$ cat src/hdl/psc_params.svh
// psc_params.svh: offsets, field positions, reset values and timing counts
// for the processor sideband control registers.
// assumes a single 125 MHz block clock that also paces the processor pulses.
`ifndef PSC_PARAMS_SVH
`define PSC_PARAMS_SVH

// ============================================================
// i/o addresses
`define PSC_IO_NMI_INDEX   16'h0070
`define PSC_IO_NMI_ALIAS   16'h0074
`define PSC_IO_FAST_GATE   16'h0092
`define PSC_IO_NUM_ERR     16'h00f0
`define PSC_IO_RST_CTRL    16'h0cf9

// ============================================================
// field positions
`define PSC_NMI_MASK_BIT   7
`define PSC_ALT_GATE_BIT   1
`define PSC_INIT_TRIG_BIT  0
`define PSC_FULL_RST_BIT   3
`define PSC_RST_CPU_BIT    2
`define PSC_HARD_SEL_BIT   1

// ============================================================
// reset and read values
`define PSC_NMI_RST        8'h80
`define PSC_FAST_RST       8'h00
`define PSC_RSTC_RST       8'h00
`define PSC_UNMAPPED_RD    8'hff
`define PSC_PINS_RST       5'h02

// ============================================================
// timing
`define PSC_CLK_HZ         125000000
`define PSC_INIT_CLKS      16
`define PSC_BUSRST_TIME_US 1000
`define PSC_BUSRST_CYCLES  (`PSC_BUSRST_TIME_US * (`PSC_CLK_HZ / 1000000))
`define PSC_SLEEP_TIME_S   3
`define PSC_SLEEP_CYCLES   (`PSC_SLEEP_TIME_S * `PSC_CLK_HZ)
`define PSC_WDT_LIMIT      2'h2

`endif

$ cat src/hdl/psc_pkg.sv
// psc_pkg.sv: types shared by the sideband control register bank.
// assumes nothing beyond a SystemVerilog compiler.
`default_nettype none

package psc_pkg;

	// ============================================================
	// one i/o cycle from the processor
	typedef struct packed {
		logic [15:0] addr;
		logic        wr;
		logic        rd;
		logic [7:0]  wdata;
	} psc_io_req_t;

	// ============================================================
	// synchronised pin inputs, bit 4 first
	typedef struct packed {
		logic wdt_timeout;
		logic resume_rst_n;
		logic power_good;
		logic float_err_n;
		logic addr20_gate;
	} psc_pins_t;

endpackage

`default_nettype wire

$ cat src/hdl/psc_sideband_regs.sv
// psc_sideband_regs.sv: processor sideband control register bank, reached
// over byte-wide i/o cycles from the processor.
// assumes io strobes are one-cycle pulses on MCLK, and ALT_ACCESS and
// FPU_ERR_IRQ_EN come from configuration logic on the same clock.
`include "psc_params.svh"
`default_nettype none

module psc_sideband_regs #(
	parameter logic [31:0] BUSRST_CYCLES = `PSC_BUSRST_CYCLES,
	parameter logic [31:0] SLEEP_CYCLES  = `PSC_SLEEP_CYCLES
) (
	// clock and reset
	input  wire logic        MCLK,
	input  wire logic        RST_N,
	// processor i/o cycles
	input  wire logic [15:0] IO_ADDR,
	input  wire logic        IO_WR,
	input  wire logic        IO_RD,
	input  wire logic [7:0]  IO_WDATA,
	output logic      [7:0]  IO_RDATA,
	output logic             IO_RDATA_VALID,
	// configuration from the rest of the device
	input  wire logic        ALT_ACCESS,
	input  wire logic        FPU_ERR_IRQ_EN,
	// pins from the board
	input  wire logic        ADDR20_GATE_IN,
	input  wire logic        FLOAT_ERROR_IN_N,
	input  wire logic        POWER_GOOD_IN,
	input  wire logic        RESUME_WELL_RESET_IN_N,
	input  wire logic        WATCHDOG_TIMEOUT_IN,
	// processor and clock block outputs
	output logic             NMI_MASK,
	output logic      [6:0]  CLOCK_REG_SELECT,
	output logic             ADDR20_MASK_OUT_N,
	output logic             INIT_N,
	output logic             FPU_INTERRUPT,
	output logic             IGNORE_NUMERIC_ERROR_N,
	// reset and power outputs
	output logic             BUS_RESET_N,
	output logic             RESUME_BITS_CLEAR,
	output logic             SLEEP_STATE3_OUT_N,
	output logic             SLEEP_STATE4_OUT_N,
	output logic             SLEEP_STATE5_OUT_N
);

	// ============================================================
	// inputs
	psc_pkg::psc_io_req_t req;
	psc_pkg::psc_pins_t   pins;
	logic [4:0]           pins_raw;
	logic [4:0]           pins_q;

	assign req.addr  = IO_ADDR;
	assign req.wr    = IO_WR;
	assign req.rd    = IO_RD;
	assign req.wdata = IO_WDATA;
	assign pins_raw  = {WATCHDOG_TIMEOUT_IN, RESUME_WELL_RESET_IN_N, POWER_GOOD_IN,
	                    FLOAT_ERROR_IN_N, ADDR20_GATE_IN};
	assign pins      = psc_pkg::psc_pins_t'(pins_q);

	psc_pin_sync #(
		.W       (5),
		.RST_VAL (`PSC_PINS_RST)
	) u_sync (
		.clk   (MCLK),
		.rst_n (RST_N),
		.d     (pins_raw),
		.q     (pins_q)
	);

	function automatic logic hit(input psc_pkg::psc_io_req_t r, input logic [15:0] a);
		hit = (r.addr == a);
	endfunction

	logic wr_nmi;
	logic wr_fast;
	logic wr_nerr;
	logic wr_rstc;

	assign wr_nmi  = req.wr && (hit(req, `PSC_IO_NMI_INDEX) || hit(req, `PSC_IO_NMI_ALIAS));
	assign wr_fast = req.wr && hit(req, `PSC_IO_FAST_GATE);
	assign wr_nerr = req.wr && hit(req, `PSC_IO_NUM_ERR);
	assign wr_rstc = req.wr && hit(req, `PSC_IO_RST_CTRL);

	// ============================================================
	// register file and triggers
	logic [7:0] nmi_idx_r;
	logic [7:0] nmi_idx_nxt;
	logic       alt_gate_r;
	logic       alt_gate_nxt;
	logic       cpu_init_trigger_r;
	logic       cpu_init_trigger_nxt;
	logic       full_rst_r;
	logic       full_rst_nxt;
	logic       rst_cpu_r;
	logic       rst_cpu_nxt;
	logic       hard_sel_r;
	logic       hard_sel_nxt;
	logic       init_act;
	logic       init_act_prev_r;
	logic       init_rise;
	logic       rst_start;
	logic       soft_start;
	logic       hard_start;
	logic       init_start;

	assign init_rise  = init_act && !init_act_prev_r;
	assign rst_start  = wr_rstc && req.wdata[`PSC_RST_CPU_BIT] && !rst_cpu_r;
	assign soft_start = rst_start && !req.wdata[`PSC_HARD_SEL_BIT];
	assign hard_start = rst_start && req.wdata[`PSC_HARD_SEL_BIT];
	assign init_start = (wr_fast && req.wdata[`PSC_INIT_TRIG_BIT] && !cpu_init_trigger_r)
	                    || soft_start;

	always_comb begin
		nmi_idx_nxt  = wr_nmi ? req.wdata : nmi_idx_r;
		alt_gate_nxt = wr_fast ? req.wdata[`PSC_ALT_GATE_BIT] : alt_gate_r;
		if (init_rise)
			alt_gate_nxt = 1'b1;
		cpu_init_trigger_nxt = wr_fast ? req.wdata[`PSC_INIT_TRIG_BIT] : cpu_init_trigger_r;
		full_rst_nxt = wr_rstc ? req.wdata[`PSC_FULL_RST_BIT] : full_rst_r;
		rst_cpu_nxt  = wr_rstc ? req.wdata[`PSC_RST_CPU_BIT] : rst_cpu_r;
		hard_sel_nxt = wr_rstc ? req.wdata[`PSC_HARD_SEL_BIT] : hard_sel_r;
	end

	always_ff @(posedge MCLK or negedge RST_N) begin
		if (!RST_N) begin
			nmi_idx_r       <= `PSC_NMI_RST;
			alt_gate_r      <= 1'(`PSC_FAST_RST >> `PSC_ALT_GATE_BIT);
			cpu_init_trigger_r      <= 1'b0;
			full_rst_r      <= 1'b0;
			rst_cpu_r       <= 1'b0;
			hard_sel_r      <= 1'b0;
			init_act_prev_r <= 1'b0;
		end else begin
			nmi_idx_r       <= nmi_idx_nxt;
			alt_gate_r      <= alt_gate_nxt;
			cpu_init_trigger_r      <= cpu_init_trigger_nxt;
			full_rst_r      <= full_rst_nxt;
			rst_cpu_r       <= rst_cpu_nxt;
			hard_sel_r      <= hard_sel_nxt;
			init_act_prev_r <= init_act;
		end
	end

	// ============================================================
	// read path
	logic [7:0] rdata_nxt;

	always_comb begin
		unique case (req.addr)
			`PSC_IO_NMI_INDEX: rdata_nxt = {nmi_idx_r[7], ALT_ACCESS ? nmi_idx_r[6:0] : 7'h00};
			`PSC_IO_NMI_ALIAS: rdata_nxt = nmi_idx_r;
			`PSC_IO_FAST_GATE: rdata_nxt = {6'h00, alt_gate_r, cpu_init_trigger_r};
			`PSC_IO_NUM_ERR:   rdata_nxt = 8'h00;
			`PSC_IO_RST_CTRL:  rdata_nxt = {4'h0, full_rst_r, rst_cpu_r, hard_sel_r, 1'b0};
			default:           rdata_nxt = `PSC_UNMAPPED_RD;
		endcase
	end

	always_ff @(posedge MCLK or negedge RST_N) begin
		if (!RST_N) begin
			IO_RDATA       <= 8'h00;
			IO_RDATA_VALID <= 1'b0;
		end else begin
			IO_RDATA       <= req.rd ? rdata_nxt : IO_RDATA;
			IO_RDATA_VALID <= req.rd;
		end
	end

	// ============================================================
	// numeric error handling
	logic float_error_in_act;
	logic fpu_irq_nxt;
	logic ignore_numeric_error_out_nxt;

	assign float_error_in_act = !pins.float_err_n;

	always_comb begin
		fpu_irq_nxt = float_error_in_act && (FPU_ERR_IRQ_EN || FPU_INTERRUPT);
		ignore_numeric_error_out_nxt   = !IGNORE_NUMERIC_ERROR_N && float_error_in_act;
		if (wr_nerr && FPU_INTERRUPT)
			ignore_numeric_error_out_nxt = 1'b1;
	end

	always_ff @(posedge MCLK or negedge RST_N) begin
		if (!RST_N) begin
			FPU_INTERRUPT          <= 1'b0;
			IGNORE_NUMERIC_ERROR_N <= 1'b1;
		end else begin
			FPU_INTERRUPT          <= fpu_irq_nxt;
			IGNORE_NUMERIC_ERROR_N <= !ignore_numeric_error_out_nxt;
		end
	end

	// ============================================================
	// pulse timers
	logic busrst_act;
	logic sleep_act;
	logic sleep_event;

	psc_pulse_timer #(
		.W      (5),
		.CYCLES (5'(`PSC_INIT_CLKS))
	) u_init_tmr (
		.clk    (MCLK),
		.rst_n  (RST_N),
		.start  (init_start),
		.active (init_act)
	);

	psc_pulse_timer #(
		.W      (32),
		.CYCLES (BUSRST_CYCLES)
	) u_busrst_tmr (
		.clk    (MCLK),
		.rst_n  (RST_N),
		.start  (hard_start),
		.active (busrst_act)
	);

	psc_pulse_timer #(
		.W      (32),
		.CYCLES (SLEEP_CYCLES)
	) u_sleep_tmr (
		.clk    (MCLK),
		.rst_n  (RST_N),
		.start  (sleep_event && full_rst_r),
		.active (sleep_act)
	);

	// ============================================================
	// power events
	logic       pg_prev_r;
	logic       wdt_prev_r;
	logic [1:0] wdt_cnt_r;
	logic [1:0] wdt_cnt_nxt;
	logic       wdt_rise;
	logic       pg_fall;

	assign wdt_rise    = pins.wdt_timeout && !wdt_prev_r;
	assign pg_fall     = pg_prev_r && !pins.power_good && pins.resume_rst_n;
	assign sleep_event = hard_start || pg_fall || (wdt_rise && (wdt_cnt_nxt == `PSC_WDT_LIMIT));

	always_comb begin
		wdt_cnt_nxt = wdt_rise ? wdt_cnt_r + 2'h1 : wdt_cnt_r;
	end

	always_ff @(posedge MCLK or negedge RST_N) begin
		if (!RST_N) begin
			pg_prev_r  <= 1'b0;
			wdt_prev_r <= 1'b0;
			wdt_cnt_r  <= 2'h0;
		end else begin
			pg_prev_r  <= pins.power_good;
			wdt_prev_r <= pins.wdt_timeout;
			wdt_cnt_r  <= (wdt_cnt_nxt == `PSC_WDT_LIMIT) ? 2'h0 : wdt_cnt_nxt;
		end
	end

	// ============================================================
	// output flops
	logic addr20_mask_out_n_nxt;

	always_comb begin
		addr20_mask_out_n_nxt = alt_gate_r || pins.addr20_gate;
	end

	always_ff @(posedge MCLK or negedge RST_N) begin
		if (!RST_N) begin
			ADDR20_MASK_OUT_N  <= 1'b0;
			INIT_N             <= 1'b1;
			BUS_RESET_N        <= 1'b1;
			RESUME_BITS_CLEAR  <= 1'b0;
			SLEEP_STATE3_OUT_N <= 1'b1;
			SLEEP_STATE4_OUT_N <= 1'b1;
			SLEEP_STATE5_OUT_N <= 1'b1;
		end else begin
			ADDR20_MASK_OUT_N  <= addr20_mask_out_n_nxt;
			INIT_N             <= !init_act;
			BUS_RESET_N        <= !busrst_act;
			RESUME_BITS_CLEAR  <= hard_start;
			SLEEP_STATE3_OUT_N <= !sleep_act;
			SLEEP_STATE4_OUT_N <= !sleep_act;
			SLEEP_STATE5_OUT_N <= !sleep_act;
		end
	end

	assign NMI_MASK         = nmi_idx_r[`PSC_NMI_MASK_BIT];
	assign CLOCK_REG_SELECT = nmi_idx_r[6:0];

	// ============================================================
	// checks
	logic [4:0] init_low_cnt_r;

	always_ff @(posedge MCLK or negedge RST_N) begin
		if (!RST_N)
			init_low_cnt_r <= 5'h00;
		else
			init_low_cnt_r <= !INIT_N ? ((init_low_cnt_r == 5'h1f) ? 5'h1f : init_low_cnt_r + 5'h01) : 5'h00;
	end
endmodule

`default_nettype wire

$ cat src/hdl/psc_pin_sync.sv
// psc_pin_sync.sv: three-stage synchroniser for asynchronous pins.
// assumes the output is only trusted once stages two and three agree.
`default_nettype none

module psc_pin_sync #(
	parameter int            W       = 1,
	parameter logic [W-1:0]  RST_VAL = '0
) (
	// clock and reset
	input  wire logic         clk,
	input  wire logic         rst_n,
	// pins and filtered result
	input  wire logic [W-1:0] d,
	output logic      [W-1:0] q
);

	logic [W-1:0] s1_r;
	logic [W-1:0] s2_r;
	logic [W-1:0] s3_r;
	logic [W-1:0] q_nxt;

	genvar i;
	generate
		for (i = 0; i < W; i++) begin : g_bit
			always_comb begin
				q_nxt[i] = (s2_r[i] == s3_r[i]) ? s3_r[i] : q[i];
			end
		end
	endgenerate

	always_ff @(posedge clk or negedge rst_n) begin
		if (!rst_n) begin
			s1_r <= RST_VAL;
			s2_r <= RST_VAL;
			s3_r <= RST_VAL;
			q    <= RST_VAL;
		end else begin
			s1_r <= d;
			s2_r <= s1_r;
			s3_r <= s2_r;
			q    <= q_nxt;
		end
	end

endmodule

`default_nettype wire

$ cat src/hdl/psc_pulse_timer.sv
// psc_pulse_timer.sv: loadable down counter giving a pulse of CYCLES clocks.
// assumes start is a one-cycle strobe; a start while busy restarts the count.
`default_nettype none

module psc_pulse_timer #(
	parameter int           W      = 32,
	parameter logic [W-1:0] CYCLES = 16
) (
	// clock and reset
	input  wire logic clk,
	input  wire logic rst_n,
	// control
	input  wire logic start,
	output logic      active
);

	logic [W-1:0] cnt_r;
	logic [W-1:0] cnt_nxt;
	logic         active_nxt;

	always_comb begin
		if (start)
			cnt_nxt = CYCLES;
		else if (cnt_r != '0)
			cnt_nxt = cnt_r - 1'b1;
		else
			cnt_nxt = '0;
		active_nxt = (cnt_nxt != '0);
	end

	always_ff @(posedge clk or negedge rst_n) begin
		if (!rst_n) begin
			cnt_r  <= '0;
			active <= 1'b0;
		end else begin
			cnt_r  <= cnt_nxt;
			active <= active_nxt;
		end
	end

endmodule

`default_nettype wire

$ cat config.mk
export PLATFORM = sky130hd
export DESIGN_NAME = psc_sideband_regs
export DESIGN_NICKNAME = d
export VERILOG_FILES = /design/src/hdl/psc_pkg.sv /design/src/hdl/psc_sideband_regs.sv /design/src/hdl/psc_pin_sync.sv /design/src/hdl/psc_pulse_timer.sv
export VERILOG_INCLUDE_DIRS = /design/src /design/src/hdl
export SDC_FILE = /design/constraint.sdc
export NUM_CORES = 1
export LEC_CHECK = 0
export ABC_AREA = 1
export ABC_CLOCK_PERIOD_IN_PS = 3300
export BUFFER_PORTS_ARGS = -buffer_cell sky130_fd_sc_hd__buf_2
export CORE_MARGIN = 8
export CORE_UTILIZATION = 65
export DETAILED_ROUTE_END_ITERATION = 7
export MAX_ROUTING_LAYER = met4
export PLACE_DENSITY_LB_ADDON = 0.08
export REMOVE_ABC_BUFFERS = 1
export SLEW_MARGIN = 25
export SYNTH_ARGS = -nofsm -noshare
export SYNTH_HDL_FRONTEND = slang
export SYNTH_SLANG_ARGS = --single-unit
$ cat constraint.sdc
create_clock -name MCLK -period 3.3 [get_ports MCLK]
set_input_delay 0.33 -clock MCLK [delete_from_list [all_inputs] [get_ports MCLK]]
set_output_delay 0.33 -clock MCLK [all_outputs]
set_load 0.02 [all_outputs]
Word-level counts from Yosys, hierarchy flattened
Index checks and enable logic that the tools add are counted.
{"block": "op_classes", "add_sub_neg": 4, "eq_ne": 11, "muxes": 13, "n_reduce_logical": 44}
{"operator": "$mux W32", "n": 4}
{"operator": "$reduce_bool A32 Y1", "n": 4}
{"operator": "$sub A32 B1 Y32 const B", "n": 2}
{"operator": "$pmux W8 S5", "n": 1}
{"operator": "$eq A16 B7 Y1 const B", "n": 2}
{"operator": "$eq A16 B8 Y1 const B", "n": 2}
{"operator": "$logic_and A1 B1 Y1", "n": 19}
{"operator": "$eq A16 B12 Y1 const B", "n": 1}
{"operator": "$logic_not A1 Y1", "n": 12}
{"operator": "$mux W5", "n": 2}
{"operator": "$reduce_bool A5 Y1", "n": 2}
{"operator": "$mux W7", "n": 1}
{"operator": "$logic_or A1 B1 Y1", "n": 6}
{"operator": "$eq A1 B1 Y1", "n": 5}
{"operator": "$sub A5 B1 Y5 const B", "n": 1}
{"operator": "$mux W2", "n": 2}
{"operator": "$mux W1", "n": 3}
{"operator": "$add A2 B1 Y2 const B", "n": 1}
{"operator": "$eq A2 B2 Y1 const B", "n": 1}
{"operator": "$reduce_bool A2 Y1", "n": 1}
{"block": "totals", "reg_bits": 126, "in_bits": 35, "out_inout_bits": 26, "elab_cells": 105}

Depth between registers and ports, before layout
Gate-level depths: netlist (run 1).
{"block": "logic_depth", "ltp_word": 10, "ltp_mapped": 16, "depth_no_buf": 15}

Cells and area by module
From an unflattened synthesis (run 1), not the netlist that was laid out.
{"block": "hier_totals", "cells_unflattened": 962, "hier_area_um2": 7114.3}
{"mod": "psc_pulse_timer (u_sleep_tmr)", "instances": 1, "cells_each": 333, "area_per_inst_um2": 2270.9, "seq_area_each_um2": 825.8}
{"mod": "psc_pulse_timer (u_busrst_tmr)", "instances": 1, "cells_each": 324, "area_per_inst_um2": 2187.1, "seq_area_each_um2": 825.8}
{"mod": "psc_sideband_regs", "instances": 1, "cells_each": 223, "area_per_inst_um2": 1736.7, "seq_area_each_um2": 857.1}
{"mod": "psc_pin_sync", "instances": 1, "cells_each": 40, "area_per_inst_um2": 586.8, "seq_area_each_um2": 505.5}
{"mod": "psc_pulse_timer (u_init_tmr)", "instances": 1, "cells_each": 42, "area_per_inst_um2": 332.8, "seq_area_each_um2": 150.1}

Worst setup path before layout (run 1)
OpenSTA, ideal clock, no wires.
{"block": "synth_timing", "path_kind": "flip-flop to flip-flop", "from": "register u_busrst_tmr.cnt_r[0]", "to": "register u_busrst_tmr.active", "setup_ps": 127, "t_arrival_ps": 1832, "t_required_ps": 3173, "path_slack_ps": 1341, "stages_incl_launch_ff": 13, "path_buffers": 1, "period_less_slack_ps": 1959, "cell_sequence": "dfrtp_1 > inv_1 > ha_1 > nand3_1 > nor2_4 > nand4_2 > buf_6 > nand2_1 > nand4_1 > nor2_1 > nand3_1 > nor2_1 > nand3_1"}
{"block": "synth_via", "elab_chain_len": 4, "word_cells_on_any_way": 5, "classes_between": "add/sub: 1; mux: 2; reduce/logical: 2"}
{"element": "from (decl)", "line": "psc_pulse_timer.sv:17", "source": "logic [W-1:0] cnt_r;"}
{"element": "from (signal assigned)", "line": "psc_pulse_timer.sv:36", "source": "cnt_r <= cnt_nxt;"}
{"element": "$sub A32 B1 Y32 or $reduce_bool A32 Y1 (tied branches)", "line": "psc_pulse_timer.sv:25, psc_pulse_timer.sv:24"}
{"element": "$mux W32 (*)", "line": "psc_pulse_timer.sv:24", "source": "else if (cnt_r != '0)"}
{"element": "$mux W32 (*)", "line": "psc_pulse_timer.sv:22", "source": "if (start)"}
{"element": "$reduce_bool A32 Y1 (*)", "line": "psc_pulse_timer.sv:28", "source": "active_nxt = (cnt_nxt != '0);"}
{"element": "net u_busrst_tmr.active_nxt", "line": "psc_pulse_timer.sv:19", "source": "logic active_nxt;"}
{"element": "to (signal assigned)", "line": "psc_pulse_timer.sv:37", "source": "active <= active_nxt;"}
{"element": "to (decl)", "line": "psc_pulse_timer.sv:14", "source": "output logic active"}
The timed path passes the listed nets; every way through them passes the cells marked *.
A chain may end at the register's enable or synchronous reset.

Final worst setup path (run 1)
{"block": "layout_timing", "from": "register u_sleep_tmr.cnt_r[0]", "to": "register u_sleep_tmr.active"}
{"block": "layout_via", "elab_chain_len": 4, "word_cells_on_any_way": 5, "classes_between": "add/sub: 1; mux: 2; reduce/logical: 2"}
{"element": "from (decl)", "line": "psc_pulse_timer.sv:17"}
{"element": "from (signal assigned)", "line": "psc_pulse_timer.sv:36"}
{"element": "$sub A32 B1 Y32 or $reduce_bool A32 Y1 (tied branches)", "line": "psc_pulse_timer.sv:25, psc_pulse_timer.sv:24"}
{"element": "$mux W32 (*)", "line": "psc_pulse_timer.sv:24"}
{"element": "$mux W32 (*)", "line": "psc_pulse_timer.sv:22"}
{"element": "$reduce_bool A32 Y1 (*)", "line": "psc_pulse_timer.sv:28"}
{"element": "net u_sleep_tmr.active_nxt", "line": "psc_pulse_timer.sv:19"}
{"element": "to (signal assigned)", "line": "psc_pulse_timer.sv:37"}
{"element": "to (decl)", "line": "psc_pulse_timer.sv:14"}
Marked as above.

==> results.txt, run 1 <==
The width of the die came out at 118 um. In this run the cell area measured after placement is 7180 um^2. The post-route netlist has 13.3% of its cells at a drive strength greater than 1. The worst setup path is launched from a register.

For this run, the leading register cell type out of synthesis is dfrtp_1. The I/O pin total is 61. STA classifies the critical path endpoint as a register.

In the layout the commonest cells are 199 x nand2_1, 180 x nor2_1, 117 x dfrtp_1. The leakage component of the power came out at 3.80 nW. The placer congestion estimate is 0.994. The hold buffer count at cts is 6. Data on the critical path is required at its endpoint by 3.72 ns. The number of distinct library cell variants in the gate-level netlist after synthesis came out at 44. The sequential element share of the synthesized area came out at between 40% and 50%. After Yosys synthesis, full adders, half adders and majority gates account for 1.48% of the synthesized area.

The routed via count divided by cell count came out at 5.68. Buffers placed on the I/O ports in this run total 60. After synthesis, the cell types taking the most area are dfrtp_1 43%, nand2_1 11%, nor2_1 10%, inv_1 6.4%, nand3_1 6.0%. The pin count of the biggest net entering global routing came out at 68. The share of synthesized registers carrying an async set or reset came out at 100%.

The portion of synthesized cell area occupied by the leading cell type is 43.2%. Summing all flip-flop and latch instances after layout gives 3160 um^2. TritonCTS created 17 clock buffers.

The power density normalized to cell area is 507 nW/um^2. The pre-CTS worst setup slack is 0.722 ns. The DRC marker count from the first detailed-route iteration is 596. The synthesized design spends more area on one cell type than any other, namely dfrtp_1. The H-tree was split into 4 levels. The dominant combinational cell family by area after synthesis is simple AND/OR/NAND/NOR gates. The path class of the tightest hold or removal check is in -> reg.

The number of core rows came out at 37. The final routed DRC violation total is 0. TritonCTS built the clock tree. The chip height is 118 um. The length of routed met3 wiring came out at 1.08 mm. The worst-case headroom to the max-slew limit is between 40% and 50%.

The setup fix buffers added after clock tree synthesis is 0. The maximum number of buffers from clock root to sink is 2. 0 antenna diodes ended up in the layout. The final route contains 6340 vias.

Setup repair after global routing left no endpoint under its margin. For the pin with the worst max-slew slack, the measured transition is 0.878 ns. The peak ir drop on the vdd network is around 460 uV. The area added between synthesis and finish is 15.3%. In the final routed layout, each cell accounts on average for 16.0 um. The share of synthesized cell area in and, or, nand and nor gates came out at 34.1%. The tree built by TritonCTS fans out to 126 sinks. Along the worst path, the maximum fanout reaches 17. The initial antenna violation count came out at 0. The data arrival time of the critical path came out at 2.93 ns. The layout filler cell count is approximately 760. The number of enable flip-flop cells after synthesis came out at 0. The count of mapped cells out of synthesis came out at 894. Once detail routing completed, the nets flagged for antenna violations numbered 0.

The highest metal layer carrying signal wires in the routed design is met4. The routed metal-1 wire length is 7.13 mm. The post-route clock period utilization is 76.1%.

Dividing the synthesized area by the synthesized cell count gives around 7.6 um^2. The clock latency reported for the late side of the worst-skew pair is 0.53 ns. Based on the critical path, the design can be clocked at up to 0.398 GHz.

The final layout contains routed wiring with a total length of 17.9 mm. The post-cts gate resize count came out at 0. The core region area is 10200 um^2.

Setup slack on the critical path of the routed design comes to 0.788 ns. The flip-flop and latch count after synthesis came out at 126. The slowest library cell on the worst path is dfrtp_1.

The root buffer cell chosen for the clock tree is clkbuf_8. The length of routed met2 wiring is around 9.0 mm. The routed design could run at a clock period as short as 2.51 ns. The run finished with clean final reports.

The parity-gate share of the synthesized area counting xor and xnor cells is approximately 3.7%. The register clock-pin slew on the reported worst setup and hold paths is around 0.06 ns. The via count of the first global-routing pass is 6456. The total standard cell area after synthesis is between 6000 and 7000 um^2. In the final layout, the multi-input gates occupy a little over 3000 um^2. Adding up every negative setup slack in the final design gives 0 ns.

Setup violations remaining at the end of the flow were counted as 0. The number of hold violations in the final report is 0. The critical path is of the reg -> reg type. The warning count from the yosys run is 0. Before antenna repair, the detailed router went through 6 iterations. For this run, the slowest stage of the critical path takes 0.40 ns. The setup clock skew after layout came out at about 0.009 ns. The overall fraction of global-route tracks in use came out at 27.1%. The multiplexer share of the synthesized area came out at 0%.

The die footprint is around 14000 um^2. Once detailed placement completed, the half-perimeter wirelength came to 12.8 mm. Summing the areas of all compound-gate instances in the mapped netlist gives 5.74% of the synthesized area. The residual overflow from global routing came out at 0.

The most common cell after layout, fill and taps aside is nand2_1. The final max-slew violation count came to 0. The starting density of the core is between 60% and 70%.

The signal on the critical path passes through inv_1, ha_1, nand3_1, nor2_1, nand2_1, nor2_2, inv_2, nand3_1, nand3_1, nor2_1, nand3_1, nor2_1, nand2_1. The dominant cell type by count on the critical path is nand3_1. The final-stage net count came out at 1006.

The first-pass GRT wire length is roughly 30 mm. The number of maximum-capacitance constraint violations came out at 0. The finished cells cover 7820 um^2.
power by group:
part	internal (W)	switching [W]	leakage (nW)	total, W
clock	0.00109	0.000727	0.276	0.00182
sequential	0.00165	0.0000803	1.37	0.00173
combinational	0.000156	0.000251	2.16	0.000407
total	0.00290	0.00106	3.80	0.00396
critical path, delay by kind of cell, from the launching register on:
family	cells	cell delay, ns
adders and majority gates	1	0.22
and+or+nand+nor	10	1.45
buffers and inverters	2	0.31
DFF	1	0.40
path summary, 6_finish.rpt:
kind                                 startpoint                     end  slack [ns]  cells past startpoint
max                        u_sleep_tmr.cnt_r[0]      u_sleep_tmr.active        0.79                     13
min                                       IO_RD          IO_RDATA_VALID        0.03                      1
max reg2reg                u_sleep_tmr.cnt_r[0]      u_sleep_tmr.active        0.79                     13
min reg2reg                      u_sync.s1_r[4]          u_sync.s2_r[4]        0.35                      0
max in group asynchronous                 RST_N  IGNORE_NUMERIC_ERROR_N        1.98                      3
min in group asynchronous                 RST_N            nmi_idx_r[5]        0.47                      2
final cells by class:
type | count | share of cell area [%]
clock inverter | 13 | 2.00
inverter | 121 | 5.81
clock buffer | 19 | 5.39
sequential | 126 | 40.5
tap | 136 | 2.18
timing repair buffer | 69 | 5.09
multi-input combinational | 632 | 39.1
registers in the layout, summed over array words and instances, names as in the netlist, 2 cells and up:
register and flops:
nmi_idx_r 8, u_busrst_tmr.cnt_r 32, u_sync.s3_r 5, wdt_cnt_r 2, u_sync.q 5, u_sync.s2_r 5
u_sleep_tmr.cnt_r 32, IO_RDATA 8, u_init_tmr.cnt_r 5, u_sync.s1_r 5
stage by stage:
| step | total power, W | std cells | utilization, % | hold slack [ns] |
|---|---|---|---|---|
| 3_5_place_dp | 0.00214 | 1078 | 70.2 | 0.341 |
| 2_1_floorplan | 0.00199 | 879 | - | 0.0344 |
| 3_3_place_gp | 0.00210 | 1078 | 70.2 | 0.336 |
| 5_1_grt | 0.00412 | 1116 | 76.4 | 0.0104 |
| 6_report | 0.00396 | 1116 | 76.4 | 0.0270 |
| 4_1_cts | 0.00398 | 1116 | 76.4 | 0.0106 |
cell usage after synthesis (5+ instances only):
cell type / number
maj3_1: 5
nor2_2: 6
a21oi_1: 13
nand2_2: 7
inv_1: 116
xor2_1: 18
dfstp_2: 9
o21ai_0: 19
nor3_1: 20
nand4_1: 20
or2_2: 5
nand3_1: 81
buf_2: 6
nor2_1: 180
buf_6: 5
nand2_1: 199
dfrtp_1: 117
xnor2_1: 11
per-layer routing:
layer | up-vias | track usage [%]
li1 | 2979 | -
met1 | 3021 | 29.9
met2 | 269 | 45.0
met3 | 71 | 6.71
met4 | 0 | 13.6
met5 | - | -
logic make-up (layout without fill, tap and decap cells):
group                    count (synthesis)  count (layout)
AND/OR/NAND/NOR                        533             533
buffers and inverters                  136             222
flip-flops                             126             126
AO/OA/AOI/OAI                           61              61
XOR/XNOR                                29              29
adder cells (fa/ha/maj)                  9               9
Note: power is estimated with default switching activity, not from simulation.
==> run 2: changes to the inputs <==
ABC_AREA = 0   (was 1)
ABC_CLOCK_PERIOD_IN_PS = 2600   (was 3300)
CORE_UTILIZATION = 59   (was 65)
clock period = 2.6 ns   (was 3.3 ns; I/O delays follow)
==> run 2 against run 1 <==
  * The run now ends with setup timing left
  * Register-to-register slack lost 1.2 ns
  * Clock-buffer cell count shrank 1
  * Worst hold slack is essentially flat
  * Non-clock buffer count grew 143
  * First-iteration DRC count shrank 4.7%
  * Clock power grew 40%
  * Core utilization grew 7.0 points
  * Die area shrank 0.95%
  * Combinational power grew 47%
  * Sequential share of layout area shrank 3.2 points
  * Global-route usage shrank 0.28 points
  * Largest power group unchanged
  * Highest routed layer unchanged
==> results.txt, run 2 <==
The pre-CTS worst setup slack came out at -0.497 ns. The primary flip-flop cell chosen by synthesis mapping is dfrtp_1. The library cell used most frequently in the layout, excluding fill and tap cells, is buf_4.

The number of enable flip-flop cells after synthesis is 0. The portion of synthesized cell area occupied by the leading cell type is 48.1%. The placer congestion estimate is 0.933. The worst-case headroom to the max-slew limit came out at 51.3%. The share of synthesized registers carrying an async set or reset is 100%. The data required time at the worst endpoint came out at approximately 3 ns.

The count of mapped cells out of synthesis came out at 608. The library cell occupying the most area in the post-synthesis netlist is dfrtp_1. The final standard cell count with taps included and fillers excluded is 966. The detail-routed net length per standard cell is 18.6 um. The slew at the pin closest to its max-slew limit came out at approximately 0.73 ns. The peak ir drop on the vdd network is roughly 650 uV. The number of hold violations in the final report came out at 0. The via count of the first global-routing pass came to 5950.

The width of the die is 118 um. The final-stage net count is 856. The data arrival time of the critical path came out at 3.39 ns. STA classifies the critical path startpoint as a register. The power density normalized to cell area is about 630 nW/um^2.

In the final layout, the registers with the most flip-flops are u_busrst_tmr.cnt_r x32, u_sleep_tmr.cnt_r x32. Sorting the synthesized cells by area gives the leading types as dfrtp_1 48%, nor2_1 5.4%, xnor2_1 4.2%, dfstp_2 3.9%, xor2_1 3.2%. STA classifies the critical path endpoint as a register. The number of failing setup endpoints in the final timing report is 2. The leakage component of the power is between 3 and 4 nW. The initial antenna violation count is 0. The post-layout worst setup margin came out at -0.384 ns.

The repair_antennas step left the layout with diodes totalling 0. Across all layers, the routed design uses approximately 5700 vias. The warning count from the yosys run came out at 0. For the final database, setup skew stands at 0.0120 ns. The floorplan has 37 rows. The worst hold path belongs to the class in -> reg. The first-pass GRT wire length came out at 29.1 mm. The number of distinct library cell variants in the gate-level netlist after synthesis came out at 58. The starting density of the core is 59.8%. The I/O pin total is between 60 and 70. By count the netlist is led by 117 x dfrtp_1, 87 x nor2_1, 45 x nand2_1. The H-tree was split into 4 levels. The sequential element share of the synthesized area is 52.0%.

The pin count of the biggest net entering global routing is 127. The setup path with the least slack is of type reg -> reg. For this run, the detailed router's first-pass iteration total came to 7.

The HPWL after detailed placement is 11.2 mm. Buffers inserted during clock tree synthesis total 17. The residual overflow from global routing is 0. The DRC marker count from the first detailed-route iteration is between 500 and 600.

The flip-flop and latch count after synthesis is approximately 130. Counting tap cells, the placed design contains a total of 908 instances. The average instance in the mapped netlist occupies ~10 um^2.

The final reports fail on setup timing. The TritonCTS clock tree is yes. In this run the standard cell core region covers between 10000 and 15000 um^2. The tool flagged a number of max-cap violations equal to 0. In the post-synthesis netlist, the cell with the most instances is dfrtp_1. The final routed DRC violation total came out at 0. The final max-slew violation count came out at 0. The overall fraction of global-route tracks in use came out at 26.8%. The post-route clock period utilization came out at 115%. The area added between synthesis and finish is 39.5%. The maximum number of buffers from clock root to sink came out at 2.

Of the cells placed in the final design, the portion with a size suffix greater than 1 is 35.3%. Setup repair after global routing could not meet its margin everywhere. The highest net fanout along the worst path is 6. The chip height is between 100 and 150 um. The final critical delay including setup and external delays came out at 2.98 ns.

The register clock-pin slew on the reported worst setup and hold paths is around 0.070 ns. The clock latency reported for the late side of the worst-skew pair is 0.54 ns. After detailed routing, the number of vias per cell comes to 5.85. The number of sinks driven by the clock tree is 126. The achievable frequency is between 0.3 and 0.4 GHz. The detail route stage leaves a number of antenna-violating nets equal to 0.

The count of buffers from port buffering came out at 60. The library cells used most frequently in the layout, excluding fill and tap cells, are 130 x buf_4, 117 x dfrtp_1, 86 x nor2_1. The tree is rooted in a clkbuf_8. The flow ran to the end, but the final reports show violations. The total standard cell area after synthesis came out at 6090 um^2.

The die footprint is 13800 um^2. Wires add up to 18.0 mm.
[run 2: kinds of logic (layout without fill, tap and decap cells)]
family	after synthesis	after routing	share of synthesized area [%]
buffers and inverters	37	259	2.55
DFF	126	126	52.0
AOI/OAI and AO/OA	78	78	8.71
and+or+nand+nor	289	289	24.6
xor gates and xnor gates	51	51	7.33
muxes	18	18	3.23
adders and majority gates	9	9	1.64
[run 2: routing by layer]
layer	GRT usage, %	wire, um
met4	15.5	726
met5	-	0
met1	29.0	7090
met3	5.13	782
met2	45.4	9390
[run 2: layout make-up]
type                            instances  area (um^2)
Clock buffer                           18          428
Clock inverter                         14          205
Fill cell                             576         1690
Inverter                               15         56.3
Multi-Input combinational cell        445         2940
Sequential cell                       126         3160
Tap cell                              136          170
Timing Repair Buffer                  212         1530
[run 2: worst paths after layout]
| path | start | end | slack, ns | cells past startpoint |
|---|---|---|---|---|
| hold / removal | FPU_ERR_IRQ_EN | FPU_INTERRUPT | 0.03 | 3 |
| setup reg to reg | u_sleep_tmr.cnt_r[14] | u_sleep_tmr.active | -0.38 | 8 |
| setup / recovery | u_sleep_tmr.cnt_r[14] | u_sleep_tmr.active | -0.38 | 8 |
| min in group asynchronous | RST_N | u_busrst_tmr.cnt_r[1] | 0.28 | 3 |
| max in group asynchronous | RST_N | rst_cpu_r | 1.69 | 3 |
| hold reg to reg | u_sync.s1_r[4] | u_sync.s2_r[4] | 0.35 | 0 |
[run 2: critical path: stages, from the launching register on]
cell,delay (ns)
dfrtp_1,0.39
or4_4,0.58
or3_4,0.43
buf_6,0.15
o21a_1,0.20
nor3_2,0.19
o2111ai_1,0.12
or4_1,0.42
a2111o_1,0.37
[run 2: per-stage QoR]
stage	utilization [%]	total power (W)	area, um^2	setup TNS, ns	hold slack (ns)
2_1_floorplan	-	0.00251	5990	-13.28	-0.0356
3_3_place_gp	72.9	0.00275	7420	-1.72	0.332
3_5_place_dp	72.9	0.00279	7420	-2.88	0.340
4_1_cts	82.4	0.00535	8390	-0.382	0.00768
5_1_grt	83.4	0.00554	8500	-0.732	0.0278
6_report	83.4	0.00534	8500	-0.472	0.0274
[run 2: report_power, final]
group,total (W),leakage [nW],switching (W),internal [W]
sequential,0.00220,1.46,0.000102,0.00210
clock,0.00254,0.309,0.000933,0.00161
combinational,0.000598,2.05,0.000319,0.000279
total,0.00534,3.83,0.00135,0.00398
[run 2: timing repair]
action	4_1_cts	5_1_grt
endpoints found under the hold margin	133	0
buffers inserted	7	5
gates cloned	0	0
pin swaps	14	9
hold buffers	14	0
endpoints found under the setup margin	42	42
resized for setup	32	16
==> run 3: changes to the inputs <==
TNS_END_PERCENT = 10   (was not set)
==> run 3 against run 2 <==
  * Global-route usage is the same
  * Register-to-register slack about the same
  * The flow still finishes with violations (setup timing)
  * Final cell count unchanged
  * Clock power about the same
  * Routed wire length down 0.80%
  * Flip-flop and latch count unchanged
  * Clock-buffer cell count stayed put
  * Design area fell by 0.29%
==> results.txt, run 3 (synthesized netlist as in run 2, its figures left out) <==
The run finished, with violations left. The checks that failed: setup timing. Along the worst path, the maximum fanout reaches 6. TritonCTS built the clock tree. The detailed router finished its first iteration with 521 violations.

In the post-route analysis, the smallest setup slack over all paths is -0.377 ns. The remaining antenna violation count is 0. The number of detailed-route iterations in the first pass is 6.

The starting density of the core came out at 59.8%. Measured against its own limit, the worst slew margin works out to 52.8%. The area added between synthesis and finish came out at 39.1%.

Clock tree synthesis found a total of 126 sinks. The final-stage net count is about 860. The overall fraction of global-route tracks in use is between 20% and 30%. Cells fill 83.2% of the core in the end. Setup repair after global routing could not meet its margin everywhere. The register-to-register path setup slack is -0.38 ns. The number of cells on the worst reg-to-reg path came out at 8. The final-layout worst hold slack is 0.0298 ns.

The number of hold violations in the final report is 0. At the later pin of the worst-skew pair, clock insertion delay measures roughly 0.54 ns. Measured along the y axis, the die boundary spans approximately 120 um. The achievable frequency is 0.336 GHz. The data arrival time of the critical path is 3.39 ns. Of the cells placed in the final design, the portion with a size suffix greater than 1 is a little over a third.

The I/O pin total came out at 61. Row generation in the floorplan step produced 37 rows. The aggregate routed wire length came out at 17.8 mm. The cell count after placement came out at 908. The power density normalized to cell area is 630 nW/um^2.

The first-pass GRT wire length came out at roughly 29 mm. The width of the die is 118 um. Broken down by cell family, the worst path's largest delay share belongs to simple AND/OR/NAND/NOR gates. The clock passes through at most 2 buffers. The final max-slew violation count came out at 0. The clock root buffer is clkbuf_8. The type of element launching the critical path is a register. The largest individual stage delay along the critical path comes from the cell or4_4. For this run, design rule violations remaining after detail routing come to 0.

The final critical delay including setup and external delays came out at about 3.0 ns. The largest registers in the layout are u_busrst_tmr.cnt_r x32, u_sleep_tmr.cnt_r x32. The analysis attributes to cell leakage a power of 3.82 nW.

The number of failing setup endpoints in the final timing report came out at 4. The routed via count divided by cell count is 5.85. The multi-input combinational cells in the finished layout cover a total of 2930 um^2. The worst hold path belongs to the class in -> reg.

In this run the worst setup path begins at u_sleep_tmr.cnt_r[14]. The layout filler cell count came out at 576. The residual overflow from global routing came out at 0. Counting both buffers and inverters, the worst setup path holds a total of 1.

At the pin with the least slew margin, the transition time is 0.707 ns. The number of clock buffers inserted by TritonCTS is 17. In this run the critical register-to-register path is launched from u_sleep_tmr.cnt_r[14]. The vias after detailed routing came out at about 5600.

The final standard cell count with taps included and fillers excluded came out at 966. The endpoint identified for the worst register-to-register timing path is u_sleep_tmr.active. The path length in cells of the critical path is 8. The data required time at the worst endpoint came out at between 3 and 4 ns. The peak ir drop on the vdd network is approximately 650 uV. The post-route clock period utilization came out at 115%. The number of maximum-capacitance constraint violations is 0. The core region is 10200 um^2. The via count of the first global-routing pass is 5950. The initial antenna violation count was 0. The placer congestion estimate came out at 0.933. The worst setup path is of the reg -> reg kind. The pin count of the biggest net entering global routing came out at 127. In the final routed layout, each cell accounts on average for 18.5 um. The top cell types in the final layout, fill and taps aside, are 133 x buf_4, 117 x dfrtp_1, 86 x nor2_1. In this design, the stage delay of the slowest critical-path cell is 0.58 ns.

The H-tree was split into 4 levels. The wire-length estimate of the detail-placed layout is between 10 and 15 mm. The die footprint is 13800 um^2. STA classifies the critical path endpoint as a register. The total area of sequential cells came out at 3160 um^2. The summed negative setup slack over all endpoints came out at -0.474 ns. The capture point of the critical path is u_sleep_tmr.active.

The library cell used most frequently in the layout, excluding fill and tap cells, is buf_4. The register clock-pin slew on the reported worst setup and hold paths is 0.07 ns. The number of inserted diodes is 0. The setup clock skew after layout came out at 0.0159 ns. The count of buffers from port buffering is 60.

Traced cell by cell, the critical path runs through or4_4, or3_4, buf_6, o21a_1, nor3_2, o2111ai_1, or4_1, a2111o_1.
## run 3: how the worst min path moves through the flow
| stage | from | depth (start not counted) | end |
|---|---|---|---|
| 2_1_floorplan | RST_N | 0 | ADDR20_MASK_OUT_N |
| 3_3_place_gp | u_sync.s1_r[0] | 0 | u_sync.s2_r[0] |
| 3_5_place_dp | u_sync.s1_r[4] | 0 | u_sync.s2_r[4] |
| 4_1_cts | FPU_ERR_IRQ_EN | 3 | FPU_INTERRUPT |
| 5_1_grt | FPU_ERR_IRQ_EN | 3 | FPU_INTERRUPT |
| 6_report | FPU_ERR_IRQ_EN | 3 | FPU_INTERRUPT |
## run 3: worst register-to-register path: cells and delay by family, from the launching register on
family,cells,cell delay (ns)
AND/OR/NAND/NOR,4,1.62
AO/OA/AOI/OAI,3,0.69
buffers and inverters,1,0.15
flip-flops,1,0.39
## run 3: where the power goes
part	switching (W)	total (W)	internal (W)
logic	0.000320	0.000599	0.000279
clock network	0.000935	0.00254	0.00161
registers	0.000101	0.00220	0.00210
total	0.00136	0.00534	0.00398
## run 3: stage by stage
step	area [um^2]	worst slack, ns	power [W]
after floorplan	5990	-0.846	0.00251
after global placement	7420	-0.477	0.00275
after detailed placement	7420	-0.497	0.00279
after CTS	8390	-0.336	0.00535
after global routing	8470	-0.457	0.00553
final	8470	-0.377	0.00534
## run 3: layout make-up
| class | instances | share of cell area (%) |
|---|---|---|
| clock buffer | 18 | 5.05 |
| clock inverter | 14 | 2.42 |
| timing repair buffer | 212 | 17.9 |
| sequential | 126 | 37.4 |
| inverter | 15 | 0.665 |
| multi-input combinational | 445 | 34.6 |
| tap | 136 | 2.01 |
## run 3: repair_timing
| action | CTS | global route |
|---|---|---|
| setup buffers | 7 | 5 |
| setup endpoints to repair | 42 | 42 |
| pin swaps | 14 | 7 |
| hold buffers | 14 | 0 |
| gates cloned | 0 | 0 |
| resized for setup | 32 | 10 |
| endpoints found under the hold margin | 133 | 0 |
## run 3: routing by layer
metal | vias up | share of wire (%) | GRT usage, %
met5 | - | 0 | -
met4 | 0 | 4.5 | 15.5
met3 | 72 | 4.6 | 5.13
met2 | 219 | 52 | 45.4
met1 | 2769 | 39 | 29.0
li1 | 2587 | - | -
